File: config.mk
export PLATFORM = sky130hd
export DESIGN_NAME = vfe_front_end_cfg
export DESIGN_NICKNAME = d
export VERILOG_FILES = /design/src/vfe_pkg.sv /design/src/vfe_route_decode.sv /design/src/vfe_loop_resp.sv /design/src/vfe_front_end_cfg.sv
export SDC_FILE = /design/constraint.sdc
export NUM_CORES = 1
export LEC_CHECK = 0
export ABC_CLOCK_PERIOD_IN_PS = 2350
export BUFFER_PORTS_ARGS = -buffer_cell sky130_fd_sc_hd__buf_2
export CAP_MARGIN = 20
export CORE_ASPECT_RATIO = 0.75
export CORE_MARGIN = 5
export CORE_UTILIZATION = 53
export CTS_CLUSTER_DIAMETER = 120
export DETAILED_ROUTE_END_ITERATION = 8
export MAX_ROUTING_LAYER = met4
export PLACE_DENSITY = 0.79
export SYNTH_ARGS = -nofsm -noshare
export SYNTH_HDL_FRONTEND = slang
export SYNTH_HIERARCHICAL = 1
export SYNTH_SLANG_ARGS = --single-unit
File: constraint.sdc
create_clock -name clk -period 2.35 [get_ports clk]
set_clock_uncertainty 0.1 [all_clocks]
set_input_delay 0.1175 -clock clk [delete_from_list [all_inputs] [get_ports clk]]
set_output_delay 0.1175 -clock clk [all_outputs]
set_load 0.03 [all_outputs]
File: src/vfe_pkg.sv
package vfe_pkg;

  ////////////////////////////////////////////////////////////////////////////
  // register offsets and reset values
  localparam logic [7:0] VFE_OFS_ROUTE  = 8'h00;
  localparam logic [7:0] VFE_OFS_GAIN   = 8'h01;
  localparam logic [7:0] VFE_OFS_STD    = 8'h02;
  localparam logic [7:0] VFE_OFS_OPMODE = 8'h03;

  localparam logic [7:0] VFE_RST_ROUTE  = 8'h00;
  localparam logic [3:0] VFE_RST_GAIN   = 4'hf;
  localparam logic [2:0] VFE_RST_STD    = 3'h0;
  localparam logic [1:0] VFE_RST_LOOP   = 2'h0;
  localparam logic       VFE_RST_PSAVE  = 1'b0;

  ////////////////////////////////////////////////////////////////////////////
  // field positions
  localparam int VFE_GAIN_LUMA_BIT   = 0;
  localparam int VFE_GAIN_CHROMA_BIT = 1;
  localparam int VFE_OPM_PSAVE_BIT   = 0;
  localparam int VFE_OPM_LOOP_LSB    = 3;

  ////////////////////////////////////////////////////////////////////////////
  // input route code fields
  localparam logic [3:0] VFE_RT_HI_CVBS   = 4'h0;
  localparam logic [2:0] VFE_RT_HI_SVID   = 3'h2;
  localparam logic [3:0] VFE_RT_HI_RGB    = 4'h8;
  localparam logic [3:0] VFE_RT_HI_YPBPR  = 4'h9;
  localparam logic [3:0] VFE_RT_HI_SC_RGB = 4'hc;
  localparam logic [3:0] VFE_RT_HI_SC_YUV = 4'hd;
  localparam logic [1:0] VFE_RT_MID_3CH   = 2'h1;
  localparam logic [1:0] VFE_RT_MID_SCART = 2'h3;
  localparam logic [1:0] VFE_RT_LETTER_N  = 2'h3;
  localparam logic [7:0] VFE_RT_SCART0    = 8'hcc;
  localparam logic [3:0] VFE_TERM_G2      = 4'h3;
  localparam logic [3:0] VFE_TERM_G3      = 4'h6;
  localparam logic [3:0] VFE_TERM_G4A     = 4'h9;

  ////////////////////////////////////////////////////////////////////////////
  // standard and loop response codes
  localparam logic [2:0] VFE_STD_AUTO  = 3'h0;
  localparam logic [2:0] VFE_STD_525   = 3'h1;
  localparam logic [2:0] VFE_STD_625   = 3'h2;
  localparam logic [2:0] VFE_STD_PAL60 = 3'h7;

  localparam logic [1:0] VFE_LOOP_ADAPT  = 2'h0;
  localparam logic [1:0] VFE_LOOP_FAST   = 2'h2;
  localparam logic [1:0] VFE_LOOP_NORMAL = 2'h3;

  localparam logic [7:0] VFE_PSAVE_DIV = 8'h08;

  ////////////////////////////////////////////////////////////////////////////
  // types
  typedef enum logic [2:0] {
    VFE_MODE_CVBS, VFE_MODE_SVID, VFE_MODE_RGB, VFE_MODE_YPBPR, VFE_MODE_SC_RGB, VFE_MODE_SC_YUV
  } vfe_mode_t;

  typedef struct packed {
    vfe_mode_t  mode;
    logic [3:0] sync_term;
    logic [3:0] chroma_term;
    logic [3:0] red_term;
    logic [3:0] aux_term;
    logic       aux_used;
    logic       supported;
  } vfe_route_t;

  typedef enum logic [3:0] {
    VFE_I2C_IDLE, VFE_I2C_ADDR, VFE_I2C_ACK_A, VFE_I2C_SUB, VFE_I2C_ACK_S,
    VFE_I2C_WDATA, VFE_I2C_ACK_W, VFE_I2C_RDATA, VFE_I2C_RACK
  } vfe_i2c_st_t;

endpackage

File: src/vfe_route_decode.sv
`timescale 1ns/1ps
module vfe_route_decode (
  input  wire logic [7:0]         code,   // route register value
  output vfe_pkg::vfe_route_t     route   // decoded terminals
);
  import vfe_pkg::*;

  logic [1:0] letter;
  logic       letter_ok;

  always_comb begin
    letter    = code[1:0];
    letter_ok = (letter != VFE_RT_LETTER_N);
    route     = '0;
    route.mode = VFE_MODE_CVBS;
    if (code[7:4] == VFE_RT_HI_CVBS) begin
      // group 4 has only its first terminal
      route.sync_term = (code[3:2] == VFE_RT_MID_SCART) ? VFE_TERM_G4A :
                        4'({code[3:2], 1'b0} + code[3:2]) + 4'(letter);
      route.supported = (code[3:2] == VFE_RT_MID_SCART) ? (letter == 2'h0) : letter_ok;
    end else if (code[7:5] == VFE_RT_HI_SVID && code[2]) begin
      route.mode        = VFE_MODE_SVID;
      route.sync_term   = code[3] ? VFE_TERM_G4A : VFE_TERM_G2 + 4'(letter);
      route.chroma_term = (code[4] ? VFE_TERM_G3 : 4'h0) + 4'(letter);
      route.supported   = letter_ok;
    end else if (code[3:2] == VFE_RT_MID_3CH || code[3:2] == VFE_RT_MID_SCART) begin
      route.chroma_term = 4'(letter);
      route.sync_term   = VFE_TERM_G2 + 4'(letter);
      route.red_term    = VFE_TERM_G3 + 4'(letter);
      route.aux_term    = VFE_TERM_G4A;
      route.supported   = letter_ok;
      case (code[7:4])
        VFE_RT_HI_RGB: begin
          route.mode = VFE_MODE_RGB;
          route.supported = letter_ok && code[3:2] == VFE_RT_MID_3CH;
        end
        VFE_RT_HI_YPBPR: begin
          route.mode = VFE_MODE_YPBPR;
          route.supported = letter_ok && code[3:2] == VFE_RT_MID_3CH;
        end
        VFE_RT_HI_SC_RGB: begin
          route.mode = VFE_MODE_SC_RGB;
          route.aux_used = 1'b1;
          route.supported = letter_ok && code[3:2] == VFE_RT_MID_SCART;
        end
        VFE_RT_HI_SC_YUV: begin
          route.mode = VFE_MODE_SC_YUV;
          route.aux_used = 1'b1;
          route.supported = letter_ok && code[3:2] == VFE_RT_MID_SCART;
        end
        default: route.supported = 1'b0;
      endcase
    end else begin
      route.supported = 1'b0;
    end
  end

endmodule

File: src/vfe_loop_resp.sv
`timescale 1ns/1ps
module vfe_loop_resp #(
  parameter int           LW     = 4,        // response level width
  parameter logic [7:0]   ERR_TH = 8'h20     // phase error threshold
) (
  input  wire logic          clk,        // system clock
  input  wire logic          arst_n,     // async reset, active low
  input  wire logic [1:0]    mode,       // loop response field
  input  wire logic [7:0]    phase_err,  // measured phase error magnitude
  input  wire logic          line_tick,  // one pulse per line
  output logic [LW-1:0]      level       // 0 slowest, all ones fastest
);
  import vfe_pkg::*;

  typedef struct packed {
    logic [LW-1:0] level;
  } vfe_loop_state_t;

  vfe_loop_state_t s_reg, s_next;

  always_comb begin
    s_next = s_reg;
    case (mode)
      VFE_LOOP_NORMAL: s_next.level = '0;
      VFE_LOOP_FAST:   s_next.level = '1;
      default: begin
        // reserved code behaves as adaptive
        if (line_tick) begin
          if (phase_err > ERR_TH && s_reg.level != '1)
            s_next.level = s_reg.level + 1'b1;
          else if (phase_err <= ERR_TH && s_reg.level != '0)
            s_next.level = s_reg.level - 1'b1;
        end
      end
    endcase
  end

  always_ff @(posedge clk or negedge arst_n) begin
    if (!arst_n)
      s_reg <= '0;
    else
      s_reg <= s_next;
  end

  assign level = s_reg.level;

endmodule

File: src/vfe_front_end_cfg.sv
`timescale 1ns/1ps
// Summary of operation
// - Route code selects composite 00-0C, S-Video 44-5E, RGB/YPbPr 84-96.
// - SCART codes CC-CE and DC-DE add composite on group-4 terminal.
// - Chroma gain bit 0, or luma manual, makes chroma gain manual.
// - Chroma and luma auto, non-composite route: chroma channel takes sync channel gain.
// - Luma gain bit 0 freezes gain at last automatic value.
// - Luma gain bit 1, chroma bit 0: auto gain acts on embedded-sync channel only.
// - Auto gain touches only the analog front end.
// - Changing the standard field pulses decoder reinitialization.
// - Non-zero standard field forces that standard (only 525 or 625 in RGB, YPbPr and SCART modes); otherwise autoswitch.
// - Autoswitch never selects PAL 60.
// - Loop field: 00 adaptive, 10 fast, 01 reserved.
// - Normal mode holds the loop at slowest response.
// - Fast mode holds the loop at fastest response.
// - Adaptive mode steers response from measured phase error.
// - Power save slows processor clock, stops converters, keeps I2C.
module vfe_front_end_cfg #(
  parameter logic [6:0] DEV_ADDR = 7'h2e,   // bus address
  parameter int         GW       = 8,       // gain word width
  parameter int         LW       = 4        // loop level width
) (
  input  wire logic             clk,             // 40 MHz clock
  input  wire logic             arst_n,          // async reset, active low
  input  wire logic             scl_in,          // I2C clock
  input  wire logic             sda_in,          // I2C data in
  output logic                  sda_out,         // I2C data out, always low
  output logic                  sda_oe,          // I2C data pull-down enable
  input  wire logic [GW-1:0]    auto_gain_in,    // gain from the sync loop
  input  wire logic [2:0]       det_std,         // detected standard
  input  wire logic             det_valid,       // detected standard valid
  input  wire logic [7:0]       phase_err,       // line phase error magnitude
  input  wire logic             line_tick,       // line strobe
  output vfe_pkg::vfe_route_t   route,           // selected terminals
  output logic [GW-1:0]         sync_gain,       // sync channel gain
  output logic [GW-1:0]         chroma_gain,     // chroma channel gain
  output logic                  sync_auto_act,   // sync auto gain running
  output logic                  chroma_auto_act, // chroma auto gain enabled
  output logic [2:0]            std_active,      // standard in use
  output logic                  std_forced,      // standard forced
  output logic                  reinit_pulse,    // reinitialize decoder
  output logic [LW-1:0]         loop_resp,       // line loop response level
  output logic                  adc_en,          // converters enabled
  output logic                  proc_clk_en,     // processor clock enable
  output logic                  power_save       // power save active
);
  import vfe_pkg::*;

  typedef struct packed {
    vfe_i2c_st_t   i2c_st;
    logic          scl_q;
    logic          sda_q;
    logic [3:0]    bit_cnt;
    logic [7:0]    shreg;
    logic [7:0]    ptr;
    logic          rw;
    logic          sda_oe;
    logic [7:0]    route_code;
    logic [3:0]    gain_r;
    logic [2:0]    std_r;
    logic [1:0]    loop_r;
    logic          psave;
    vfe_route_t    route;
    logic [GW-1:0] sync_gain;
    logic [GW-1:0] chroma_gain;
    logic          sync_auto_act;
    logic          chroma_auto_act;
    logic [2:0]    std_active;
    logic          std_forced;
    logic          reinit;
    logic [7:0]    div_cnt;
    logic          proc_en;
    logic          adc_en;
  } vfe_state_t;

  vfe_state_t s_reg, s_next;
  vfe_route_t route_dec;
  logic       wr_en;
  logic [7:0] wr_addr;
  logic [7:0] wr_data;
  logic       scl_rise, scl_fall, start_c, stop_c;
  logic       comp_mode, force_ok;
  logic [7:0] div_lim;

  vfe_route_decode u_decode (
    .code  (s_reg.route_code),
    .route (route_dec)
  );

  vfe_loop_resp #(.LW(LW)) u_loop (
    .clk       (clk),
    .arst_n    (arst_n),
    .mode      (s_reg.loop_r),
    .phase_err (phase_err),
    .line_tick (line_tick),
    .level     (loop_resp)
  );

  function automatic logic [7:0] rd_byte(input vfe_state_t s, input logic [7:0] a);
    case (a)
      VFE_OFS_ROUTE:  rd_byte = s.route_code;
      VFE_OFS_GAIN:   rd_byte = {4'h0, s.gain_r};
      VFE_OFS_STD:    rd_byte = {5'h00, s.std_r};
      VFE_OFS_OPMODE: rd_byte = (8'(s.loop_r) << VFE_OPM_LOOP_LSB) | (8'(s.psave) << VFE_OPM_PSAVE_BIT);
      default:        rd_byte = 8'h00;
    endcase
  endfunction

  ////////////////////////////////////////////////////////////////////////////
  // host port, register file and front-end control
  always_comb begin
    s_next = s_reg;
    wr_en = 1'b0;
    wr_addr = s_reg.ptr;
    wr_data = s_reg.shreg;
    s_next.reinit = 1'b0;
    s_next.scl_q = scl_in;
    s_next.sda_q = sda_in;
    scl_rise = scl_in & ~s_reg.scl_q;
    scl_fall = ~scl_in & s_reg.scl_q;
    start_c = s_reg.scl_q & scl_in & s_reg.sda_q & ~sda_in;
    stop_c = s_reg.scl_q & scl_in & ~s_reg.sda_q & sda_in;
    // port stays alive in power save
    if (start_c) begin
      s_next.i2c_st = VFE_I2C_ADDR;
      s_next.bit_cnt = 4'h0;
      s_next.sda_oe = 1'b0;
    end else if (stop_c) begin
      s_next.i2c_st = VFE_I2C_IDLE;
      s_next.sda_oe = 1'b0;
    end else if (scl_rise) begin
      case (s_reg.i2c_st)
        VFE_I2C_ADDR, VFE_I2C_SUB, VFE_I2C_WDATA: begin
          s_next.shreg = {s_reg.shreg[6:0], sda_in};
          s_next.bit_cnt = s_reg.bit_cnt + 4'h1;
        end
        VFE_I2C_RDATA: s_next.bit_cnt = s_reg.bit_cnt + 4'h1;
        VFE_I2C_RACK:  if (sda_in) s_next.i2c_st = VFE_I2C_IDLE;
        default: ;
      endcase
    end else if (scl_fall) begin
      case (s_reg.i2c_st)
        VFE_I2C_ADDR: if (s_reg.bit_cnt == 4'h8) begin
          s_next.i2c_st = (s_reg.shreg[7:1] == DEV_ADDR) ? VFE_I2C_ACK_A : VFE_I2C_IDLE;
          s_next.sda_oe = (s_reg.shreg[7:1] == DEV_ADDR);
          s_next.rw = s_reg.shreg[0];
        end
        VFE_I2C_SUB: if (s_reg.bit_cnt == 4'h8) begin
          s_next.ptr = s_reg.shreg;
          s_next.sda_oe = 1'b1;
          s_next.i2c_st = VFE_I2C_ACK_S;
        end
        VFE_I2C_WDATA: if (s_reg.bit_cnt == 4'h8) begin
          wr_en = 1'b1;
          s_next.ptr = s_reg.ptr + 8'h01;
          s_next.sda_oe = 1'b1;
          s_next.i2c_st = VFE_I2C_ACK_W;
        end
        VFE_I2C_ACK_A: begin
          s_next.bit_cnt = 4'h0;
          s_next.shreg = rd_byte(s_reg, s_reg.ptr);
          s_next.sda_oe = s_reg.rw & ~s_next.shreg[7];
          s_next.i2c_st = s_reg.rw ? VFE_I2C_RDATA : VFE_I2C_SUB;
        end
        VFE_I2C_ACK_S, VFE_I2C_ACK_W: begin
          s_next.bit_cnt = 4'h0;
          s_next.sda_oe = 1'b0;
          s_next.i2c_st = VFE_I2C_WDATA;
        end
        VFE_I2C_RDATA: begin
          if (s_reg.bit_cnt == 4'h8) begin
            s_next.sda_oe = 1'b0;
            s_next.i2c_st = VFE_I2C_RACK;
          end else begin
            s_next.shreg = {s_reg.shreg[6:0], 1'b0};
            s_next.sda_oe = ~s_reg.shreg[6];
          end
        end
        VFE_I2C_RACK: begin
          s_next.ptr = s_reg.ptr + 8'h01;
          s_next.bit_cnt = 4'h0;
          s_next.shreg = rd_byte(s_reg, s_next.ptr);
          s_next.sda_oe = ~s_next.shreg[7];
          s_next.i2c_st = VFE_I2C_RDATA;
        end
        default: s_next.sda_oe = 1'b0;
      endcase
    end

    // unmapped offsets are acknowledged and dropped
    if (wr_en) begin
      case (wr_addr)
        VFE_OFS_ROUTE: s_next.route_code = wr_data;
        VFE_OFS_GAIN:  s_next.gain_r = wr_data[3:0];
        VFE_OFS_STD: begin
          s_next.reinit = (wr_data[2:0] != s_reg.std_r);
          s_next.std_r = wr_data[2:0];
        end
        VFE_OFS_OPMODE: begin
          s_next.loop_r = wr_data[VFE_OPM_LOOP_LSB +: 2];
          s_next.psave = wr_data[VFE_OPM_PSAVE_BIT];
        end
        default: ;
      endcase
    end

    s_next.route = route_dec;
    // gains steer only the analog front end, never the digital picture controls
    s_next.sync_auto_act = s_reg.gain_r[VFE_GAIN_LUMA_BIT];
    s_next.chroma_auto_act = s_reg.gain_r[VFE_GAIN_CHROMA_BIT] & s_reg.gain_r[VFE_GAIN_LUMA_BIT];
    if (s_reg.gain_r[VFE_GAIN_LUMA_BIT])
      s_next.sync_gain = auto_gain_in;
    if (s_next.chroma_auto_act && s_reg.route.mode != VFE_MODE_CVBS)
      s_next.chroma_gain = auto_gain_in;
    // otherwise both hold their last automatic value

    comp_mode = s_reg.route.mode inside {VFE_MODE_RGB, VFE_MODE_YPBPR, VFE_MODE_SC_RGB, VFE_MODE_SC_YUV};
    force_ok = (s_reg.std_r != VFE_STD_AUTO) &&
               (!comp_mode || s_reg.std_r == VFE_STD_525 || s_reg.std_r == VFE_STD_625);
    s_next.std_forced = force_ok;
    if (force_ok)
      s_next.std_active = s_reg.std_r;
    else if (det_valid && det_std != VFE_STD_AUTO && det_std != VFE_STD_PAL60)
      s_next.std_active = det_std;

    // slow processor clock and stop converters while saving power
    div_lim = s_reg.psave ? VFE_PSAVE_DIV - 8'h01 : 8'h00;
    s_next.adc_en = ~s_reg.psave;
    if (s_reg.div_cnt >= div_lim) begin
      s_next.div_cnt = 8'h00;
      s_next.proc_en = 1'b1;
    end else begin
      s_next.div_cnt = s_reg.div_cnt + 8'h01;
      s_next.proc_en = 1'b0;
    end
  end

  always_ff @(posedge clk or negedge arst_n) begin
    if (!arst_n) begin
      s_reg <= '0;
      s_reg.i2c_st <= VFE_I2C_IDLE;
      s_reg.scl_q <= 1'b1;
      s_reg.sda_q <= 1'b1;
      s_reg.route_code <= VFE_RST_ROUTE;
      s_reg.gain_r <= VFE_RST_GAIN;
      s_reg.std_r <= VFE_RST_STD;
      s_reg.loop_r <= VFE_RST_LOOP;
      s_reg.psave <= VFE_RST_PSAVE;
      s_reg.adc_en <= 1'b1;
      s_reg.route.mode <= VFE_MODE_CVBS;
      s_reg.route.supported <= 1'b1;
    end else begin
      s_reg <= s_next;
    end
  end

  assign sda_out = 1'b0;
  assign sda_oe = s_reg.sda_oe;
  assign route = s_reg.route;
  assign sync_gain = s_reg.sync_gain;
  assign chroma_gain = s_reg.chroma_gain;
  assign sync_auto_act = s_reg.sync_auto_act;
  assign chroma_auto_act = s_reg.chroma_auto_act;
  assign std_active = s_reg.std_active;
  assign std_forced = s_reg.std_forced;
  assign reinit_pulse = s_reg.reinit;
  assign adc_en = s_reg.adc_en;
  assign proc_clk_en = s_reg.proc_en;
  assign power_save = s_reg.psave;
endmodule

==> qor.yml <==
portBuffers: 76
clkLatencyLatePin_ns: 0.35
critical_path_class: "in -> reg"
grt_pass1_vias: 4915
slew_headroom_pct: 47.99
leakagePower_uw: 0.003393
status: "complete, no violations"
fp.dieH_um: 104.7
worstSetupEndpointType: "register"
clkPwrFrac_pct: 33.8
path_clk_slew_ns: 0.07
vias: 4991
final_common_cell: "dfrtp_1"
layout_common_cells: "dfrtp_1, buf_2, buf_4"
ys_seq_area_share_pct: 41.22
cts_sinks: 104
worst_slack_ns: 0.06820
ff2ff_setup_slack_ns: 0.08
dr.pass1.iters: 6
largest_register_ffs: 35
pre_cts_ws_ns: 0.07363
seqPwrFrac_pct: 45.5
num-nets-final: 742
drt_iter0_drc: 448
core_um2: 11660
critical_path_required_ns: 2.53
r2r_end: "s_reg[93]"
max_cap_viol_count: 0
rr_worst_depth: 6
power.total_uw: 4371
p_per_area_nw_per_um2: 604.2
die_area_um2: 14270
grt_pass1_wl_um: 24850
hold_depth: 3
grt_max_degree: 52
rr_startpoint: "s_reg[95]"
die_x_um: 136.3
setup_viol_count_final: 0
fill_cells: 940
drc_errors: 0
cp.arrival_ns: 2.46
cts_made_buffers: 9
fmax_mhz: 438.3
clock_path_buffers: 2
p_sw_uw: 1343
clockRootBuffer: "clkbuf_16"
ir_worst_vdd_mv: 0.4573
hold_class: "in -> reg"
drive_above_1_share_pct: 32.03
seq_area_um2: 2615
combPwrFrac_pct: 20.7
diodes: 0
core.rowCount: 34
synth.avg_cell_area_um2: 10.29
place.gp.congestion: 0.9796
io_pins: 78
syn_area_um2: 6337
wl_per_cell_um: 17.12
maxSlewViolCount: 0
ys_async_sr_fraction_pct: 100.0
ant_nets: 0
netSwitchingFraction_pct: 30.71
initial_core_util_pct: 54.37
ys_ff_latch: 104
start_kind: "primary input"
grt_setup_unrepaired: "true"
min_period_over_period_pct: 97.10
netlist_instances: 616
syn_to_final_growth_pct: 14.16
grt_remaining_overflow: 0
final_core_util_pct: 62.07
hold_viol: 0
track_usage_pct: 22.04
synth-edff-count: 0
final.min_clock_period_ns: 2.282
ys_warn_count: 6
dp_hpwl_um: 10790
wl_um: 14630
cts_htree_levels: 3
internal_power_uw: 3029
yosys.cell_types.count: 91
grt_antenna_before_repair: 0
multi_input_area_um2: 3159
min-delay-start: "det_valid"
cp_max_fo: 6
cts_tree: "built"
worst_pin_slew_ns: 0.7756
vias_per_cell: 5.837
synth_ff_type: "dfrtp_1"
hold_path_end: "std_active[1]"
how the worst max path moves through the flow:
| stage | startpoint | endpoint | slack, ns | cells after the start |
|---|---|---|---|---|
| after CTS | s_reg[95] | s_reg[93] | 0.06 | 8 |
| after global placement | s_reg[95] | s_reg[93] | 0.11 | 6 |
| final | scl_in | s_reg[93] | 0.07 | 9 |
| after detailed placement | s_reg[95] | s_reg[92] | 0.07 | 8 |
| after floorplan | s_reg[95] | s_reg[64] | 0.0007 | 7 |
| after global routing | scl_in | s_reg[93] | -0.03 | 9 |
worst max-delay path: stages:
cell and delay [ns]:
dlygate4sd3_1 0.53, buf_2 0.14, inv_1 0.07, ha_1 0.31, or3b_2 0.48, nor4_2 0.19
a211oi_2 0.12, or3_1 0.36, a21boi_1 0.15
layout make-up:
cell class	count	area share (%)
sequential	104	36.15
multi-input combinational	417	43.67
inverter	21	1.090
clock inverter	6	0.8475
timing repair buffer	135	12.14
tap	162	2.802
clock buffer	10	3.303
logic make-up after synthesis:
kind of cell | Yosys count | share of synthesized area [%]
simple gates | 181 | 16.80
compound gates | 145 | 16.64
flops | 104 | 41.22
buf+inv | 100 | 9.713
mux | 42 | 7.621
fa+ha+maj | 29 | 6.081
xor+xnor | 13 | 1.797
other cells | 2 | 0.1185
synthesized netlist by cell type, types with 5 or more instances:
cell,instances,area share [%]
dfrtp_1,96,38
buf_4,47,5.6
nand2_1,41,2.4
a21oi_1,36,2.8
mux2_2,36,6.4
nor2_1,30,1.8
ha_1,26,5.1
o21ai_0,22,1.7
inv_1,20,1.2
nor3_1,14,1.1
clkbuf_1,13,0.77
nand3_1,13,1.0
and2_1,12,1.2
a31oi_1,9,0.89
buf_2,9,0.71
nor2b_1,9,0.89
dfstp_2,8,3.3
nand2b_1,7,0.69
nor4_1,7,0.69
xor2_1,7,0.97
and3_1,6,0.59
nand4_1,6,0.59
o21a_1,6,0.71
xnor2_1,6,0.83
a21o_1,5,0.59
a222oi_1,5,0.79
buf_6,5,0.89
power groups by stage:
| stage | logic, uW | clock network, uW | registers (uW) |
|---|---|---|---|
| CTS | 881 | 1520 | 1980 |
| detailed placement | 862 | 0 | 2020 |
| floorplan | 460 | 0 | 2100 |
| global route | 1000 | 1590 | 2000 |
| finish | 905 | 1480 | 1990 |
| global placement | 825 | 0 | 2010 |
metal layers:
metal | vias up | share of wire (%) | GRT usage [%]
met5 | - | 0 | -
met4 | 0 | 1.6 | 4.748
met3 | 31 | 10 | 6.100
met2 | 249 | 44 | 32.47
met1 | 2379 | 44 | 30.61
li1 | 2332 | - | -
timing repair:
item	4_1_cts	5_1_grt
buffers inserted	0	3
endpoints found under the hold margin	94	0
hold buffers	11	0
endpoints found under the setup margin	0	16
gates resized for setup	0	10
stage by stage:
stage	instance area (um^2)	TNS (ns)	hold slack [ns]	instances
3_3_place_gp	6768	0	-0.03319	825
6_report	7234	0	0.05196	855
5_1_grt	7234	-0.03556	0.07940	855
2_1_floorplan	6356	0	-0.2781	621
4_1_cts	7178	0	0.03840	852
3_5_place_dp	6768	0	-0.02655	825
Note: power is estimated with default switching activity, not from simulation.
